**src/design/trace_counter_pkg.sv**
```systemverilog
// Constants, register map and packet types for the trace cycle and profiling counters
`default_nettype none
package trace_counter_pkg;
    // Register indices; byte address is four times the index
    localparam logic [2:0] IDX_CTRL = 3'h0;
    localparam logic [2:0] IDX_CYCLE = 3'h1;
    localparam logic [2:0] IDX_PROF0 = 3'h2;
    localparam logic [2:0] IDX_LAST = 3'h6;
    // Control register fields
    localparam int CTL_CC_ENA = 0;
    localparam int CTL_RELOAD_LSB = 1;
    localparam int CTL_POST_LSB = 5;
    localparam int CTL_TAP_SEL = 9;
    localparam int CTL_SYNC_LSB = 10;
    localparam int CTL_PCS_ENA = 12;
    localparam int CTL_CEV_ENA = 13;
    localparam int CTL_EXC_ENA = 14;
    localparam int CTL_PROF_LSB = 16;
    localparam logic [31:0] CTRL_WMASK = 32'h001f_7e1f;
    localparam logic [31:0] CTRL_RESET = 32'h0000_0000;
    localparam logic [31:0] CYCLE_RESET = 32'h0000_0000;
    localparam logic [3:0] POST_RESET = 4'h0;
    // Tap points of the cycle counter
    localparam int TAP_LO_BIT = 6;
    localparam int TAP_HI_BIT = 10;
    localparam int SYNC_BIT_A = 24;
    localparam int SYNC_BIT_B = 26;
    localparam int SYNC_BIT_C = 28;
    localparam logic [1:0] SYNC_OFF = 2'h0;
    localparam logic [1:0] SYNC_SEL_A = 2'h1;
    localparam logic [1:0] SYNC_SEL_B = 2'h2;
    // Profiling counters: extra, load-store, folded, exception, sleep
    localparam int PROF_NUM = 5;
    localparam int PROF_W = 8;
    localparam logic [1:0] RESP_OKAY = 2'h0;
    localparam logic [1:0] RESP_SLVERR = 2'h2;

    typedef enum logic [1:0] {
        EXC_NONE = 2'h0,
        EXC_ENTRY = 2'h1,
        EXC_EXIT = 2'h3,
        EXC_RESUME = 2'h2
    } exc_kind_t;

    typedef struct packed {
        logic tick;
        logic [PROF_NUM-1:0] overflow;
    } evt_flags_t;

    typedef struct packed {
        logic valid;
        exc_kind_t kind;
    } exc_pkt_t;
endpackage
`default_nettype wire

```
**src/design/trace_cycle_profile_counters.sv**
```systemverilog
// Cycle counter, postscaler, profiling counters and exception trace with AXI4-Lite registers
//
// Design decisions made here: the AXI4-Lite interface to the registers and the register addresses.
`default_nettype none
module trace_cycle_profile_counters #(
    parameter int ADDR_W = 8
) (
    input wire logic core_clk,
    input wire logic rst,
    // AXI4-Lite slave
    input wire logic [ADDR_W-1:0] s_axi_awaddr,
    input wire logic s_axi_awvalid,
    output logic s_axi_awready,
    input wire logic [31:0] s_axi_wdata,
    input wire logic [3:0] s_axi_wstrb,
    input wire logic s_axi_wvalid,
    output logic s_axi_wready,
    output logic [1:0] s_axi_bresp,
    output logic s_axi_bvalid,
    input wire logic s_axi_bready,
    input wire logic [ADDR_W-1:0] s_axi_araddr,
    input wire logic s_axi_arvalid,
    output logic s_axi_arready,
    output logic [31:0] s_axi_rdata,
    output logic [1:0] s_axi_rresp,
    output logic s_axi_rvalid,
    input wire logic s_axi_rready,
    // Core activity, one bit per cycle
    input wire logic multiCycleExtra,
    input wire logic fetchStall,
    input wire logic loadStoreExtra,
    input wire logic foldedInstr,
    input wire logic excOverheadCycle,
    input wire logic waitForInterruptSleep,
    input wire logic waitForEventSleep,
    input wire logic sleepAfterHandler,
    input wire logic excEntry,
    input wire logic excExit,
    input wire logic excReturn,
    // Enables held by the downstream trace unit
    input wire logic traceMasterEnable,
    input wire logic hwEventTxEnable,
    input wire logic timestampEnable,
    // Packet requests toward the trace unit
    output logic evtValid,
    output trace_counter_pkg::evt_flags_t evtFlags,
    output logic pcSampleValid,
    output trace_counter_pkg::exc_pkt_t excPkt,
    output logic sync_tap_select
);
    import trace_counter_pkg::*;

    initial begin
        if (ADDR_W < 6 || ADDR_W > 32) begin
            $error("ADDR_W must lie between 6 and 32");
        end
    end

    logic awHeld_ff, wHeld_ff, bvalid_ff, rvalid_ff;
    logic [ADDR_W-1:0] awAddr_ff;
    logic [31:0] wData_ff, rdata_ff, wMask_ff;
    logic [1:0] bresp_ff, rresp_ff;
    logic [31:0] ctrl_ff, cycle_ff;
    logic [3:0] post_ff;
    logic tapPrev_ff, sync_tap_select_ff, evtValid_ff, pcValid_ff;
    evt_flags_t evtFlags_ff;
    exc_pkt_t excPkt_ff;
    logic [PROF_W-1:0] prof_ff [PROF_NUM];

    // Write channel: address and data held separately, either may come first
    assign s_axi_awready = !awHeld_ff;
    assign s_axi_wready = !wHeld_ff;
    assign s_axi_bvalid = bvalid_ff;
    assign s_axi_bresp = bresp_ff;
    wire wrFire = awHeld_ff && wHeld_ff && !bvalid_ff;
    wire [2:0] wrIdx = awAddr_ff[4:2];
    wire wrMapped = !(|awAddr_ff[ADDR_W-1:5]) && (wrIdx <= IDX_LAST);
    wire wrCtrl = wrFire && wrMapped && (wrIdx == IDX_CTRL);
    wire wrCycle = wrFire && wrMapped && (wrIdx == IDX_CYCLE);
    wire [31:0] nxt_ctrl = ((ctrl_ff & ~wMask_ff) | (wData_ff & wMask_ff)) & CTRL_WMASK;
    wire [31:0] nxt_cycWr = (cycle_ff & ~wMask_ff) | (wData_ff & wMask_ff);
    wire [31:0] strbMask = {{8{s_axi_wstrb[3]}}, {8{s_axi_wstrb[2]}},
                            {8{s_axi_wstrb[1]}}, {8{s_axi_wstrb[0]}}};

    // Write handshake; the response waits for both halves
    always_ff @(posedge core_clk) begin
        if (rst) begin
            awHeld_ff <= 1'b0;
            wHeld_ff <= 1'b0;
            bvalid_ff <= 1'b0;
            bresp_ff <= RESP_OKAY;
            awAddr_ff <= '0;
            wData_ff <= 32'h0000_0000;
            wMask_ff <= 32'h0000_0000;
        end else begin
            if (s_axi_awvalid && !awHeld_ff) begin
                awHeld_ff <= 1'b1;
                awAddr_ff <= s_axi_awaddr;
            end else if (wrFire) begin
                awHeld_ff <= 1'b0;
            end
            if (s_axi_wvalid && !wHeld_ff) begin
                wHeld_ff <= 1'b1;
                wData_ff <= s_axi_wdata;
                wMask_ff <= strbMask;
            end else if (wrFire) begin
                wHeld_ff <= 1'b0;
            end
            if (wrFire) begin
                bvalid_ff <= 1'b1;
                bresp_ff <= wrMapped ? RESP_OKAY : RESP_SLVERR;
            end else if (s_axi_bready) begin
                bvalid_ff <= 1'b0;
            end
        end
    end

    // Control fields
    wire ccEna = ctrl_ff[CTL_CC_ENA];
    wire [3:0] reload = ctrl_ff[CTL_RELOAD_LSB +: 4];
    wire pcsEna = ctrl_ff[CTL_PCS_ENA];
    wire cevEna = ctrl_ff[CTL_CEV_ENA];
    wire excEna = ctrl_ff[CTL_EXC_ENA];
    wire [PROF_NUM-1:0] profEna = ctrl_ff[CTL_PROF_LSB +: PROF_NUM];
    wire ccEnaRise = wrCtrl && nxt_ctrl[CTL_CC_ENA] && !ccEna;
    wire hwGate = traceMasterEnable && hwEventTxEnable && timestampEnable;

    always_ff @(posedge core_clk) begin
        if (rst) begin
            ctrl_ff <= CTRL_RESET;
        end else if (wrCtrl) begin
            ctrl_ff <= nxt_ctrl;
        end
    end

    // counter write and count
    // A software write wins over the increment so a cleared value is exact
    always_ff @(posedge core_clk) begin
        if (rst) begin
            cycle_ff <= CYCLE_RESET;
        end else if (wrCycle) begin
            cycle_ff <= nxt_cycWr;
        end else if (ccEna) begin
            cycle_ff <= cycle_ff + 32'h0000_0001;
        end
    end

    wire tapBit = ctrl_ff[CTL_TAP_SEL] ? cycle_ff[TAP_HI_BIT] : cycle_ff[TAP_LO_BIT];
    wire tapEdge = ccEna && (tapBit != tapPrev_ff);
    wire postZero = (post_ff == 4'h0);
    wire cycEvent = tapEdge && postZero && !pcsEna && cevEna;
    wire pcEvent = tapEdge && postZero && pcsEna;

    wire syncSel = (ctrl_ff[CTL_SYNC_LSB +: 2] == SYNC_SEL_A) ? cycle_ff[SYNC_BIT_A] :
                   (ctrl_ff[CTL_SYNC_LSB +: 2] == SYNC_SEL_B) ? cycle_ff[SYNC_BIT_B] :
                   (ctrl_ff[CTL_SYNC_LSB +: 2] == SYNC_OFF) ? 1'b0 : cycle_ff[SYNC_BIT_C];

    // postscaler reload and decrement
    // Tap history tracks even while idle so enabling does not fake a transition
    always_ff @(posedge core_clk) begin
        if (rst) begin
            post_ff <= POST_RESET;
            tapPrev_ff <= 1'b0;
            sync_tap_select_ff <= 1'b0;
        end else begin
            tapPrev_ff <= tapBit;
            sync_tap_select_ff <= syncSel;
            // The enabling write carries its own reload value, not the old one
            if (ccEnaRise) begin
                post_ff <= nxt_ctrl[CTL_RELOAD_LSB +: 4];
            end else if (tapEdge && postZero) begin
                post_ff <= reload;
            end else if (tapEdge) begin
                post_ff <= post_ff - 4'h1;
            end
        end
    end

    wire [PROF_NUM-1:0] profInc = {
        waitForInterruptSleep || waitForEventSleep || sleepAfterHandler,
        excOverheadCycle,
        foldedInstr,
        loadStoreExtra,
        multiCycleExtra || fetchStall
    };
    logic [PROF_NUM-1:0] profOvf;

    genvar gi;
    generate
        for (gi = 0; gi < PROF_NUM; gi++) begin : g_prof
            wire wrHit = wrFire && wrMapped && (wrIdx == IDX_PROF0 + 3'(gi));
            wire enaRise = wrCtrl && nxt_ctrl[CTL_PROF_LSB + gi] && !profEna[gi];
            assign profOvf[gi] = profEna[gi] && profInc[gi] && !wrHit && !enaRise &&
                                 (prof_ff[gi] == {PROF_W{1'b1}});
            // clear on enable, wrap, hold when off
            always_ff @(posedge core_clk) begin
                if (rst) begin
                    prof_ff[gi] <= '0;
                end else if (enaRise) begin
                    prof_ff[gi] <= '0;
                end else if (wrHit) begin
                    prof_ff[gi] <= (prof_ff[gi] & ~wMask_ff[PROF_W-1:0]) |
                                   (wData_ff[PROF_W-1:0] & wMask_ff[PROF_W-1:0]);
                end else if (profEna[gi] && profInc[gi]) begin
                    prof_ff[gi] <= prof_ff[gi] + PROF_W'(1);
                end
            end

        end
    endgenerate

    // Exception kind: entry outranks exit, exit outranks return on a shared cycle
    wire [1:0] excKind = excEntry ? EXC_ENTRY : excExit ? EXC_EXIT :
                         excReturn ? EXC_RESUME : EXC_NONE;

    // packet emission behind the trace gate
    always_ff @(posedge core_clk) begin
        if (rst) begin
            evtValid_ff <= 1'b0;
            evtFlags_ff <= '0;
            pcValid_ff <= 1'b0;
            excPkt_ff <= '{valid: 1'b0, kind: EXC_NONE};
        end else begin
            evtValid_ff <= hwGate && (cycEvent || (|profOvf));
            evtFlags_ff <= '{tick: cycEvent, overflow: profOvf};
            pcValid_ff <= hwGate && pcEvent;
            excPkt_ff.valid <= hwGate && excEna && (excEntry || excExit || excReturn);
            excPkt_ff.kind <= exc_kind_t'(excKind);
        end
    end

    assign evtValid = evtValid_ff;
    assign evtFlags = evtFlags_ff;
    assign pcSampleValid = pcValid_ff;
    assign excPkt = excPkt_ff;
    assign sync_tap_select = sync_tap_select_ff;

    // Read channel: one-cycle answer, data captured at the address handshake
    wire [2:0] rdIdx = s_axi_araddr[4:2];
    wire rdMapped = !(|s_axi_araddr[ADDR_W-1:5]) && (rdIdx <= IDX_LAST);
    wire [31:0] ctrlRead = ctrl_ff | ({28'h0, post_ff} << CTL_POST_LSB);
    wire [31:0] profRead = (rdIdx >= IDX_PROF0) ?
                           {{(32-PROF_W){1'b0}}, prof_ff[rdIdx - IDX_PROF0]} : 32'h0000_0000;
    wire [31:0] rdMux = !rdMapped ? 32'h0000_0000 :
                        (rdIdx == IDX_CTRL) ? ctrlRead :
                        (rdIdx == IDX_CYCLE) ? cycle_ff : profRead;
    assign s_axi_arready = !rvalid_ff;
    assign s_axi_rvalid = rvalid_ff;
    assign s_axi_rdata = rdata_ff;
    assign s_axi_rresp = rresp_ff;

    always_ff @(posedge core_clk) begin
        if (rst) begin
            rvalid_ff <= 1'b0;
            rdata_ff <= 32'h0000_0000;
            rresp_ff <= RESP_OKAY;
        end else if (s_axi_arvalid && !rvalid_ff) begin
            rvalid_ff <= 1'b1;
            rdata_ff <= rdMux;
            rresp_ff <= rdMapped ? RESP_OKAY : RESP_SLVERR;
        end else if (s_axi_rready) begin
            rvalid_ff <= 1'b0;
        end
    end
endmodule // trace_cycle_profile_counters
`default_nettype wire

```
**config.mk**
```make
export PLATFORM = sky130hd
export DESIGN_NAME = trace_cycle_profile_counters
export DESIGN_NICKNAME = d
export VERILOG_FILES = /design/src/design/trace_counter_pkg.sv /design/src/design/trace_cycle_profile_counters.sv
export SDC_FILE = /design/constraint.sdc
export NUM_CORES = 1
export LEC_CHECK = 0
export BUFFER_PORTS_ARGS = -buffer_cell sky130_fd_sc_hd__buf_2
export CAP_MARGIN = 20
export CORE_ASPECT_RATIO = 1.75
export CORE_MARGIN = 1
export CORE_UTILIZATION = 55
export CTS_CLUSTER_SIZE = 12
export DETAILED_ROUTE_END_ITERATION = 12
export PLACE_DENSITY = 0.74
export SETUP_SLACK_MARGIN = 0.1
export SYNTH_ARGS = -nofsm -noshare
export SYNTH_HDL_FRONTEND = slang
export SYNTH_SLANG_ARGS = --single-unit
```
**constraint.sdc**
```tcl
create_clock -name core_clk -period 6.5 [get_ports core_clk]
set_input_delay 0.325 -clock core_clk [delete_from_list [all_inputs] [get_ports core_clk]]
set_output_delay 0.325 -clock core_clk [all_outputs]
set_load 0.01 [all_outputs]
```
==> impl_metrics.toml, run 1 <==
[drt]
wl_per_cell_um = 20.4
drt-total-wl_um = 29300
vias = 9134
first_iter_violations = 721
drc = 0
antenna_left = 0
viasPerCell = 6.37
first_pass_iters = 7

[power_and_ir_drop]
intPower_mw = 1.89
ir_drop_uv = 177
p_switching_uw = 625
switching_share_pct = 24.8
powerDensity_mw_per_mm2 = 234
p_leak_nw = 3.99
power_frac_clock_pct = 43.4
p_comb_share_pct = 7.3
power.share.sequential_pct = 49.3

[timing]
worstMarginPinSlew_ps = 1060
slew_headroom_pct = 28.6
timing.setup.tns_ps = 0
period_share_pct = 53.3
min_period_ps = 3470
fmax_mhz = 288
drv_slew = 0
setup-violations-final = 0
rsz0062_at_grt = "false"
fin_hold_ws_ps = 76.5
fin_ws_ps = 3030
hold_violations = 0
fin_skew_ps = 14.6

[synthesis]
synth_commonest_cells = "187 x nand2_1, 145 x dfxtp_1, 90 x a21oi_1"
ys.flop_type = "dfxtp_1"
synth_most_common_cell = "nand2_1"
async_flop_share_pct = 0
synth_area_leaders = "dfxtp_1 31%, edfxtp_1 13%, nand2_1 7.4%, a21oi_1 4.7%, o21ai_0 3.9%"
synth.largest_area_cell = "dfxtp_1"
synth_top_area_share_pct = 30.6
synth_edf_count = 40
ys_seq_elements = 185
syn_area_per_cell_sq_um = 8.49
syn_inst = 1118
ys_seq_area_share_pct = 43.2
synth_warnings = 0
synth_cell_types = 73
netlist_area_sq_mm = 0.00949

[final_layout]
fill_cells = 1533
fin_area_sq_mm = 0.0108
antenna_cells = 0
fin_nets = 1279
drive_gt1_share_pct = 15.6
areaGrowthSynthToFinish_pct = 13.6

[min_path]
whs_endpoint = "excPkt[1]"
worstHoldStart = "excEntry"
hold_depth = 2
hp-class = "in2reg"

[critical_path]
startpoint_type = "flip-flop"
crit_path_max_incr_delay_ps = 820
cp_top_family = "simple AND/OR/NAND/NOR gates"
path_class = "reg2reg"
cp.buffers_inverters = 0
regToRegSetupSlack_ps = 3030
reg2reg_to = "prof_ff[2][7]"
cp.required_ps = 6560
reg2reg_depth = 5
worstPathArrival_ps = 3530
critPathMaxFanout = 15
worstSetupEndpointType = "flip-flop"
crit_path_cell_trace = "or4_1, nor3_4, and2_0, nand2_1, o211ai_1"
reg2reg_from = "awAddr_ff[7]"
crit_slowest_cell = "or4_1"

[placed_design]
dpl.hpwl_um = 20900
gp_congestion = 0.969
port_buffers = 119
dpl_worst_slack_ps = 3020
dpl_cell_area_sq_mm = 0.0101

[floorplan]
coreArea_sq_mm = 0.0169
start_util_pct = 56.0
dieArea_sq_mm = 0.0178
fp.dieH_um = 176
fp.dieW_um = 101
ios = 126
row_count = 63

[cts]
ctsResizeCount = 0
root_buffer = "clkbuf_16"
cts_tree = "yes"
post_cts_buffers = 0
htreeDepth = 4
clkTransAtPathRegs_ps = 70
cts_buffers = 17
insertion_delay_ps = 440
clk_path_buf_depth = 2
cts_hold_buf = 0
cts_num_sinks = 185

[flow_run]
maxCapViolCount = 0

[global_route]
grt_use_total_pct = 33.6
grt_first_pass_wirelength_um = 45300
overflow = 0
antenna_found_initial = 0
grt_max_degree = 60
grt_pass1_vias = 8573

[status]
status = "complete, no violations"
[cell usage in the layout (no fill, tap or decap), types with 10 or more instances in the layout]
cell       netlist  final
inv_1           23     23
edfxtp_1        40     40
a31oi_1         17     17
nand4_1         19     19
and3_1          25     25
nand2_1        187    187
clkbuf_16        0     20
buf_2            7    118
mux2i_1         22     22
nand3_1         54     54
o211ai_1        14     14
o311ai_0        16     16
and2_1          13     13
nor2b_1         14     13
nor3_1          29     29
buf_4            2     10
o21ai_0         74     74
nor2_1          77     77
nor4_1          14     14
a22oi_1         24     24
a211oi_1        11     11
ha_1            10     10
dfxtp_1        145    145
a21oi_1         90     90
[final cells by class]
type / instances / area [sq um] / area share, %
clock buffer: 21 / 494 / 4.58
clock inverter: 10 / 124 / 1.15
inverter: 23 / 86.3 / 0.800
multi-input combinational: 840 / 5000 / 46.4
sequential: 185 / 4100 / 38.1
tap: 227 / 284 / 2.63
timing repair buffer: 129 / 691 / 6.40
[power groups by stage]
stage | Combinational, mW | Sequential, mW | Clock [mW]
6_report | 0.185 | 1.24 | 1.09
2_1_floorplan | 0.121 | 1.25 | 0
3_3_place_gp | 0.177 | 1.27 | 0
5_1_grt | 0.201 | 1.24 | 1.14
4_1_cts | 0.181 | 1.24 | 1.10
3_5_place_dp | 0.180 | 1.27 | 0
[worst max-delay path by stage]
stage | start | end | slack [ps] | cells after the start
after floorplan | s_axi_bvalid | prof_ff[0][0] | 3930 | 7
after global placement | awAddr_ff[7] | prof_ff[2][5] | 3070 | 5
after detailed placement | awAddr_ff[7] | prof_ff[2][5] | 3020 | 5
after CTS | awAddr_ff[7] | prof_ff[2][5] | 3010 | 5
after global routing | awAddr_ff[7] | prof_ff[3][4] | 2850 | 5
final | awAddr_ff[7] | prof_ff[2][7] | 3030 | 5
[per-stage QoR]
stage	util (%)	total power, mW	std cells
3_3_place_gp	59.8	1.44	1403
4_1_cts	63.5	2.52	1434
6_report	63.6	2.52	1435
5_1_grt	63.6	2.59	1435
3_5_place_dp	59.8	1.45	1403
2_1_floorplan	-	1.37	1119
[cell families after synthesis]
kind of cell | after synthesis | synth area share (%)
AO/OA/AOI/OAI | 308 | 21.3
AND/OR/NAND/NOR | 487 | 25.5
adder cells (fa/ha/maj) | 10 | 1.32
multiplexers | 32 | 4.46
XOR/XNOR | 1 | 0.0923
buffers and inverters | 94 | 4.13
flip-flops | 185 | 43.2
other | 1 | 0.0395
[per-layer routing]
layer / wire (um) / GRT usage [%] / up-vias / share of wire, %
met5: 0 / 0 / - / 0
met4: 2030 / 23.1 / 0 / 6.9
li1: - / - / 4294 / -
met1: 10300 / 36.5 / 4296 / 35
met3: 1750 / 5.21 / 115 / 6.0
met2: 15100 / 59.0 / 429 / 52
No activity file was read; power rests on OpenSTA's default activity.
==> inputs of run 2 (changes only) <==
Settings changed: ABC_AREA set to 1, PLACE_DENSITY 0.74 to 0.73.
Clock period 6.5 ns to 3.31 ns, I/O delays scaled along.
==> run 2 against run 1 <==
  * Setup slack worse by 2200 ps
  * Critical path type unchanged
  * Sequential share of layout area down 2.8 points
  * Clock-buffer cell count unchanged
  * Via count up 14%
  * Fmax up 39%
  * Sequential power up 100%
  * Area after synthesis up 6.4%
  * Flip-flop and latch count unchanged
  * Total power up 91%
  * Hold slack worse by 60 ps
==> impl_metrics.toml, run 2 <==
[status]
status = "complete, no violations"

[power_and_ir_drop]
p_total_mw = 4.81
p_comb_share_pct = 10.2
p_leak_nw = 4.76
power.share.sequential_pct = 51.5
intPower_mw = 3.51
switching_share_pct = 27.1
powerDensity_mw_per_mm2 = 413
power_frac_clock_pct = 38.3
ir_drop_uv = 323
p_switching_mw = 1.30

[synthesis]
ys_seq_area_share_pct = 40.6
synth_commonest_cells = "359 x nand2_1, 190 x nor2_1, 145 x a21oi_1, 145 x dfxtp_1, 124 x inv_1"
netlist_area_sq_mm = 0.0101
synth_area_leaders = "dfxtp_1 29%, nand2_1 13%, edfxtp_1 12%, a21oi_1 7.2%, nor2_1 7.1%"
synth.largest_area_cell = "dfxtp_1"
ys.flop_type = "dfxtp_1"
synth_edf_count = 40
synth_most_common_cell = "nand2_1"
synth_warnings = 0
syn_inst = 1449
syn_area_per_cell_sq_um = 6.97
ys_seq_elements = 185
synth_top_area_share_pct = 28.8
synth_cell_types = 45
async_flop_share_pct = 0

[placed_design]
port_buffers = 119
dpl_cell_area_sq_mm = 0.0108
gp_congestion = 1.02
dpl.hpwl_um = 25000

[timing]
timing.setup.tns_ps = 0
setup-violations-final = 0
fin_skew_ps = 12.1
fmax_mhz = 402
hold_violations = 0
slew_headroom_pct = 41.9
period_share_pct = 75.2
rsz0062_at_grt = "false"
worstMarginPinSlew_ps = 871
drv_slew = 0
min_period_ps = 2490

[final_layout]
final_common_cell = "nand2_1"
fin_area_sq_mm = 0.0116
fill_cells = 1655
drive_gt1_share_pct = 13.0
antenna_cells = 0
final_cell_mix = "359 x nand2_1, 190 x nor2_1, 145 x a21oi_1, 145 x dfxtp_1, 123 x inv_1"
regArea_sq_mm = 0.00410
fin_util_pct = 64.8
areaGrowthSynthToFinish_pct = 15.3
multi_input_area_sq_mm = 0.00522
fin_nets = 1659

[critical_path]
crit_slowest_cell = "o2111ai_1"
startpoint = "awAddr_ff[7]"
path_class = "reg2reg"
cp.required_ps = 3370
reg2reg_to = "prof_ff[1][4]"
worstPathArrival_ps = 2550
crit_path_max_incr_delay_ps = 730
startpoint_type = "flip-flop"
reg2reg_from = "awAddr_ff[7]"
crit_path_cell_trace = "inv_1, nand2_1, nor2_4, nand3_4, nor2_4, nand2_1, o2111ai_1"
worstSetupEndpointType = "flip-flop"
reg2reg_depth = 7
critPathMaxFanout = 15
regToRegSetupSlack_ps = 820
cp-endpoint = "prof_ff[1][4]"

[drt]
wl_per_cell_um = 18.3
antenna_left = 0
drc = 0
viasPerCell = 5.71
drt-total-wl_um = 33400
first_iter_violations = 808
first_pass_iters = 7
vias = 10400

[floorplan]
ios = 126
dieArea_sq_mm = 0.0189
coreArea_sq_mm = 0.0180
row_count = 65
start_util_pct = 56.2
fp.dieH_um = 181
fp.dieW_um = 104

[cts]
clkTransAtPathRegs_ps = 70
htreeDepth = 4
clk_path_buf_depth = 2
cts_num_sinks = 185
cts_tree = "yes"
root_buffer = "clkbuf_16"
insertion_delay_ps = 440
cts_buffers = 17

[global_route]
antenna_found_initial = 0
grt_pass1_vias = 10000
grt_use_total_pct = 35.7
grt_max_degree = 62
overflow = 0
grt_first_pass_wirelength_um = 51400

[min_path]
hp-class = "in2reg"

[flow_run]
maxCapViolCount = 0
[run 2: changes by cell type in the layout (fill, tap and decap cells not counted), moves of 23 or more]
| cell | change |
|---|---|
| nor2_1 | +113 |
| xor2_1 | +24 |
| o21ai_0 | +28 |
| a21oi_1 | +55 |
| a22oi_1 | -24 |
| inv_1 | +100 |
| nand3_1 | +47 |
| nand2_1 | +172 |
| o22ai_1 | +23 |
| and3_1 | -25 |
| dlygate4sd3_1 | +33 |
[run 2: kinds of logic after synthesis]
group / synth area share [%]
adders and majority gates: 1.24
xor gates and xnor gates: 2.78
AOI/OAI and AO/OA: 17.7
buffers and inverters: 7.70
other: 0.0371
and+or+nand+nor: 29.9
DFF: 40.6
[run 2: how the worst min path moves through the flow]
stage	from	to	slack, ps	cells past startpoint
3_5_place_dp	excEntry	excPkt[1]	360	2
6_report	excReturn	excPkt[1]	20	3
3_3_place_gp	excEntry	excPkt[1]	360	2
5_1_grt	s_axi_awaddr[4]	awAddr_ff[4]	50	3
2_1_floorplan	excEntry	excPkt[1]	240	1
4_1_cts	excReturn	excPkt[1]	9	3
[run 2: critical path: cells and delay by family (launching register included)]
kind,cells,cell delay [ps]
AOI/OAI and AO/OA,1,730
buffers and inverters,1,80
DFF,1,300
and+or+nand+nor,5,1000
[run 2: layout make-up]
| cell class | count | share of cell area (%) |
|---|---|---|
| Timing Repair Buffer | 163 | 8.66 |
| Clock buffer | 21 | 3.78 |
| Multi-Input combinational cell | 1076 | 44.8 |
| Inverter | 133 | 4.31 |
| Sequential cell | 185 | 35.2 |
| Tap cell | 234 | 2.51 |
| Clock inverter | 11 | 0.656 |
[run 2: through the flow]
stage | instances | worst slack, ps | hold WS [ps]
floorplan | 1450 | 1280 | 242
global placement | 1758 | 895 | 360
detailed placement | 1758 | 856 | 365
CTS | 1823 | 837 | 8.79
global route | 1823 | 655 | 46.7
finish | 1823 | 821 | 16.4
[run 2: power by group through the flow]
stage / sequential (mW) / combinational [mW] / clock [mW]
after CTS: 2.47 / 0.485 / 1.86
after global placement: 2.52 / 0.446 / 0
after floorplan: 2.48 / 0.316 / 0
final: 2.48 / 0.493 / 1.84
after detailed placement: 2.53 / 0.453 / 0
after global routing: 2.48 / 0.544 / 1.95
[run 2: timing repair]
action,in CTS,in global routing
resized for setup,0,0
endpoints found under the hold margin,33,0
setup buffers,0,0
hold buffers,33,0
[run 2: routing by layer]
layer | global-route usage (%) | vias to the layer above | share of wire, %
li1 | - | 5048 | -
met1 | 33.0 | 4806 | 33
met2 | 66.4 | 394 | 53
met3 | 4.26 | 155 | 4.5
met4 | 33.8 | 0 | 10
met5 | 0 | - | 0
==> inputs of run 3 (changes only) <==
Clock period 3.31 ns to 2.4 ns, I/O delays scaled along.
==> run 3 against run 2 <==
  * Design area grew 2.2%
  * Total power grew 43%
  * Sequential power grew 37%
  * Die area is the same
  * Critical path depth shrank 1
  * Via count grew 1.0%
  * Clock power grew 49%
  * Critical endpoint is now prof_ff[4][5]
==> impl_metrics.toml, run 3 (synthesis gave the netlist of run 2 again) <==
[global_route]
overflow = 0
antenna_found_initial = 0
grt_first_pass_wirelength_um = 53600
top_usage_layer = "met2"
grt_pass1_vias = 10400
use_met1_pct = 35.0
grt_use_total_pct = 37.3
gr-usage-met2_pct = 69.4
grt_max_degree = 62
gr-usage-met3_pct = 4.62

[power_and_ir_drop]
power_frac_clock_pct = 39.9
p_comb_share_pct = 10.6
p_total_mw = 6.90
ir_drop_uv = 480
power.share.sequential_pct = 49.5
intPower_mw = 5.02
powerDensity_mw_per_mm2 = 579
p_leak_nw = 4.93
p_switching_mw = 1.88
switching_share_pct = 27.2

[drt]
first_iter_violations = 708
first_pass_iters = 5
viasPerCell = 5.68
drt-total-wl_um = 34500
antenna_left = 0
drc = 0
wl_per_cell_um = 18.6
vias = 10500

[status]
status = "complete, no violations"

[floorplan]
coreArea_sq_mm = 0.0180
fp.dieW_um = 104
fp.dieH_um = 181
row_count = 65
dieArea_sq_mm = 0.0189
ios = 126
start_util_pct = 56.2

[final_layout]
fill_cells = 1646
drive_gt1_share_pct = 14.2
final_common_cell = "nand2_1"
final_cell_mix = "359 x nand2_1, 190 x nor2_1, 145 x a21oi_1, 145 x dfxtp_1, 123 x inv_1"
fin_nets = 1685
antenna_cells = 0
areaGrowthSynthToFinish_pct = 17.9

[timing]
min_period_ps = 2140
fmax_mhz = 467
setup-violations-final = 0
fin_skew_ps = 12.1
timing.setup.tns_ps = 0
drv_slew = 0
slew_headroom_pct = 40.0
period_share_pct = 89.3
hold_violations = 0
rsz0062_at_grt = "false"
worstMarginPinSlew_ps = 899

[flow_run]
maxCapViolCount = 0

[critical_path]
startpoint_type = "flip-flop"
worstSetupEndpointType = "flip-flop"
path_class = "reg2reg"
critPathMaxFanout = 8
regToRegSetupSlack_ps = 260
worstPathArrival_ps = 2210
cp.required_ps = 2470

[cts]
htreeDepth = 4
ctsResizeCount = 0
root_buffer = "clkbuf_16"
cts_num_sinks = 185
clk_path_buf_depth = 2
clkTransAtPathRegs_ps = 70
insertion_delay_ps = 440
cts_tree = "yes"
cts_buffers = 17

[placed_design]
gp_congestion = 0.992
port_buffers = 119
dpl.hpwl_um = 25700

[min_path]
hp-class = "in2reg"
==> run 3: changes by cell type in the layout (fill, tap and decap cells not counted), sizes merged, moves of 2 or more <==
cell,previous run,this run
buf,130,149
dlygate4sd3,33,40
clkinvlp,6,2
clkinv,7,9
inv,131,133
==> run 3: routing by layer <==
layer,wire length (um),up-vias
met5,0,-
met4,3250,0
met3,1500,169
met2,18200,400
met1,11500,4833
li1,-,5106
==> run 3: path summary, 6_finish.rpt <==
kind                   from        endpoint  depth (start not counted)
max                wHeld_ff   prof_ff[4][5]                          6
min          s_axi_wstrb[1]    wMask_ff[15]                          3
max reg2reg        wHeld_ff   prof_ff[4][5]                          6
min reg2reg  s_axi_rdata[0]  s_axi_rdata[0]                          2
==> run 3: power by group through the flow <==
| stage | Clock [mW] | Combinational (mW) | Sequential (mW) |
|---|---|---|---|
| 2_1_floorplan | 0 | 0.436 | 3.42 |
| 3_3_place_gp | 0 | 0.651 | 3.47 |
| 3_5_place_dp | 0 | 0.662 | 3.48 |
| 4_1_cts | 2.76 | 0.716 | 3.40 |
| 5_1_grt | 2.90 | 0.800 | 3.42 |
| 6_report | 2.75 | 0.731 | 3.41 |
==> run 3: critical path, stage by stage, from the launching register on <==
cell and delay, ps:
dfxtp_1 420, nand2_1 130, nor2_4 140, nand3_4 120, nor2_4 120, nand2_1 110, o2111ai_1 750
==> run 3: repair_timing <==
| item | in CTS | in global routing |
|---|---|---|
| endpoints found under the setup margin | 0 | 0 |
| buffers inserted | 0 | 0 |
| hold endpoints to repair | 39 | 0 |
| hold buffers | 40 | 0 |
==> run 3: final cells by class <==
cell class | instances | area (sq um) | share of cell area, %
well taps | 234 | 293 | 2.46
flip-flops and latches | 185 | 4100 | 34.5
inverters | 133 | 502 | 4.22
clock inverters | 12 | 116 | 0.978
repair buffers | 189 | 1220 | 10.3
clock buffers | 20 | 447 | 3.75
multi-input cells | 1076 | 5220 | 43.8
==> run 3: through the flow <==
stage / instance area [sq um] / setup WS [ps] / util, % / std cells / hold slack, ps
after floorplan: 10100 / 366 / - / 1450 / 197
after global placement: 10900 / 337 / 60.9 / 1777 / 314
after detailed placement: 10900 / 276 / 60.9 / 1777 / 320
after CTS: 11900 / 269 / 66.2 / 1849 / 2.86
after global routing: 11900 / 135 / 66.2 / 1849 / 12.6
final: 11900 / 257 / 66.2 / 1849 / 7.40
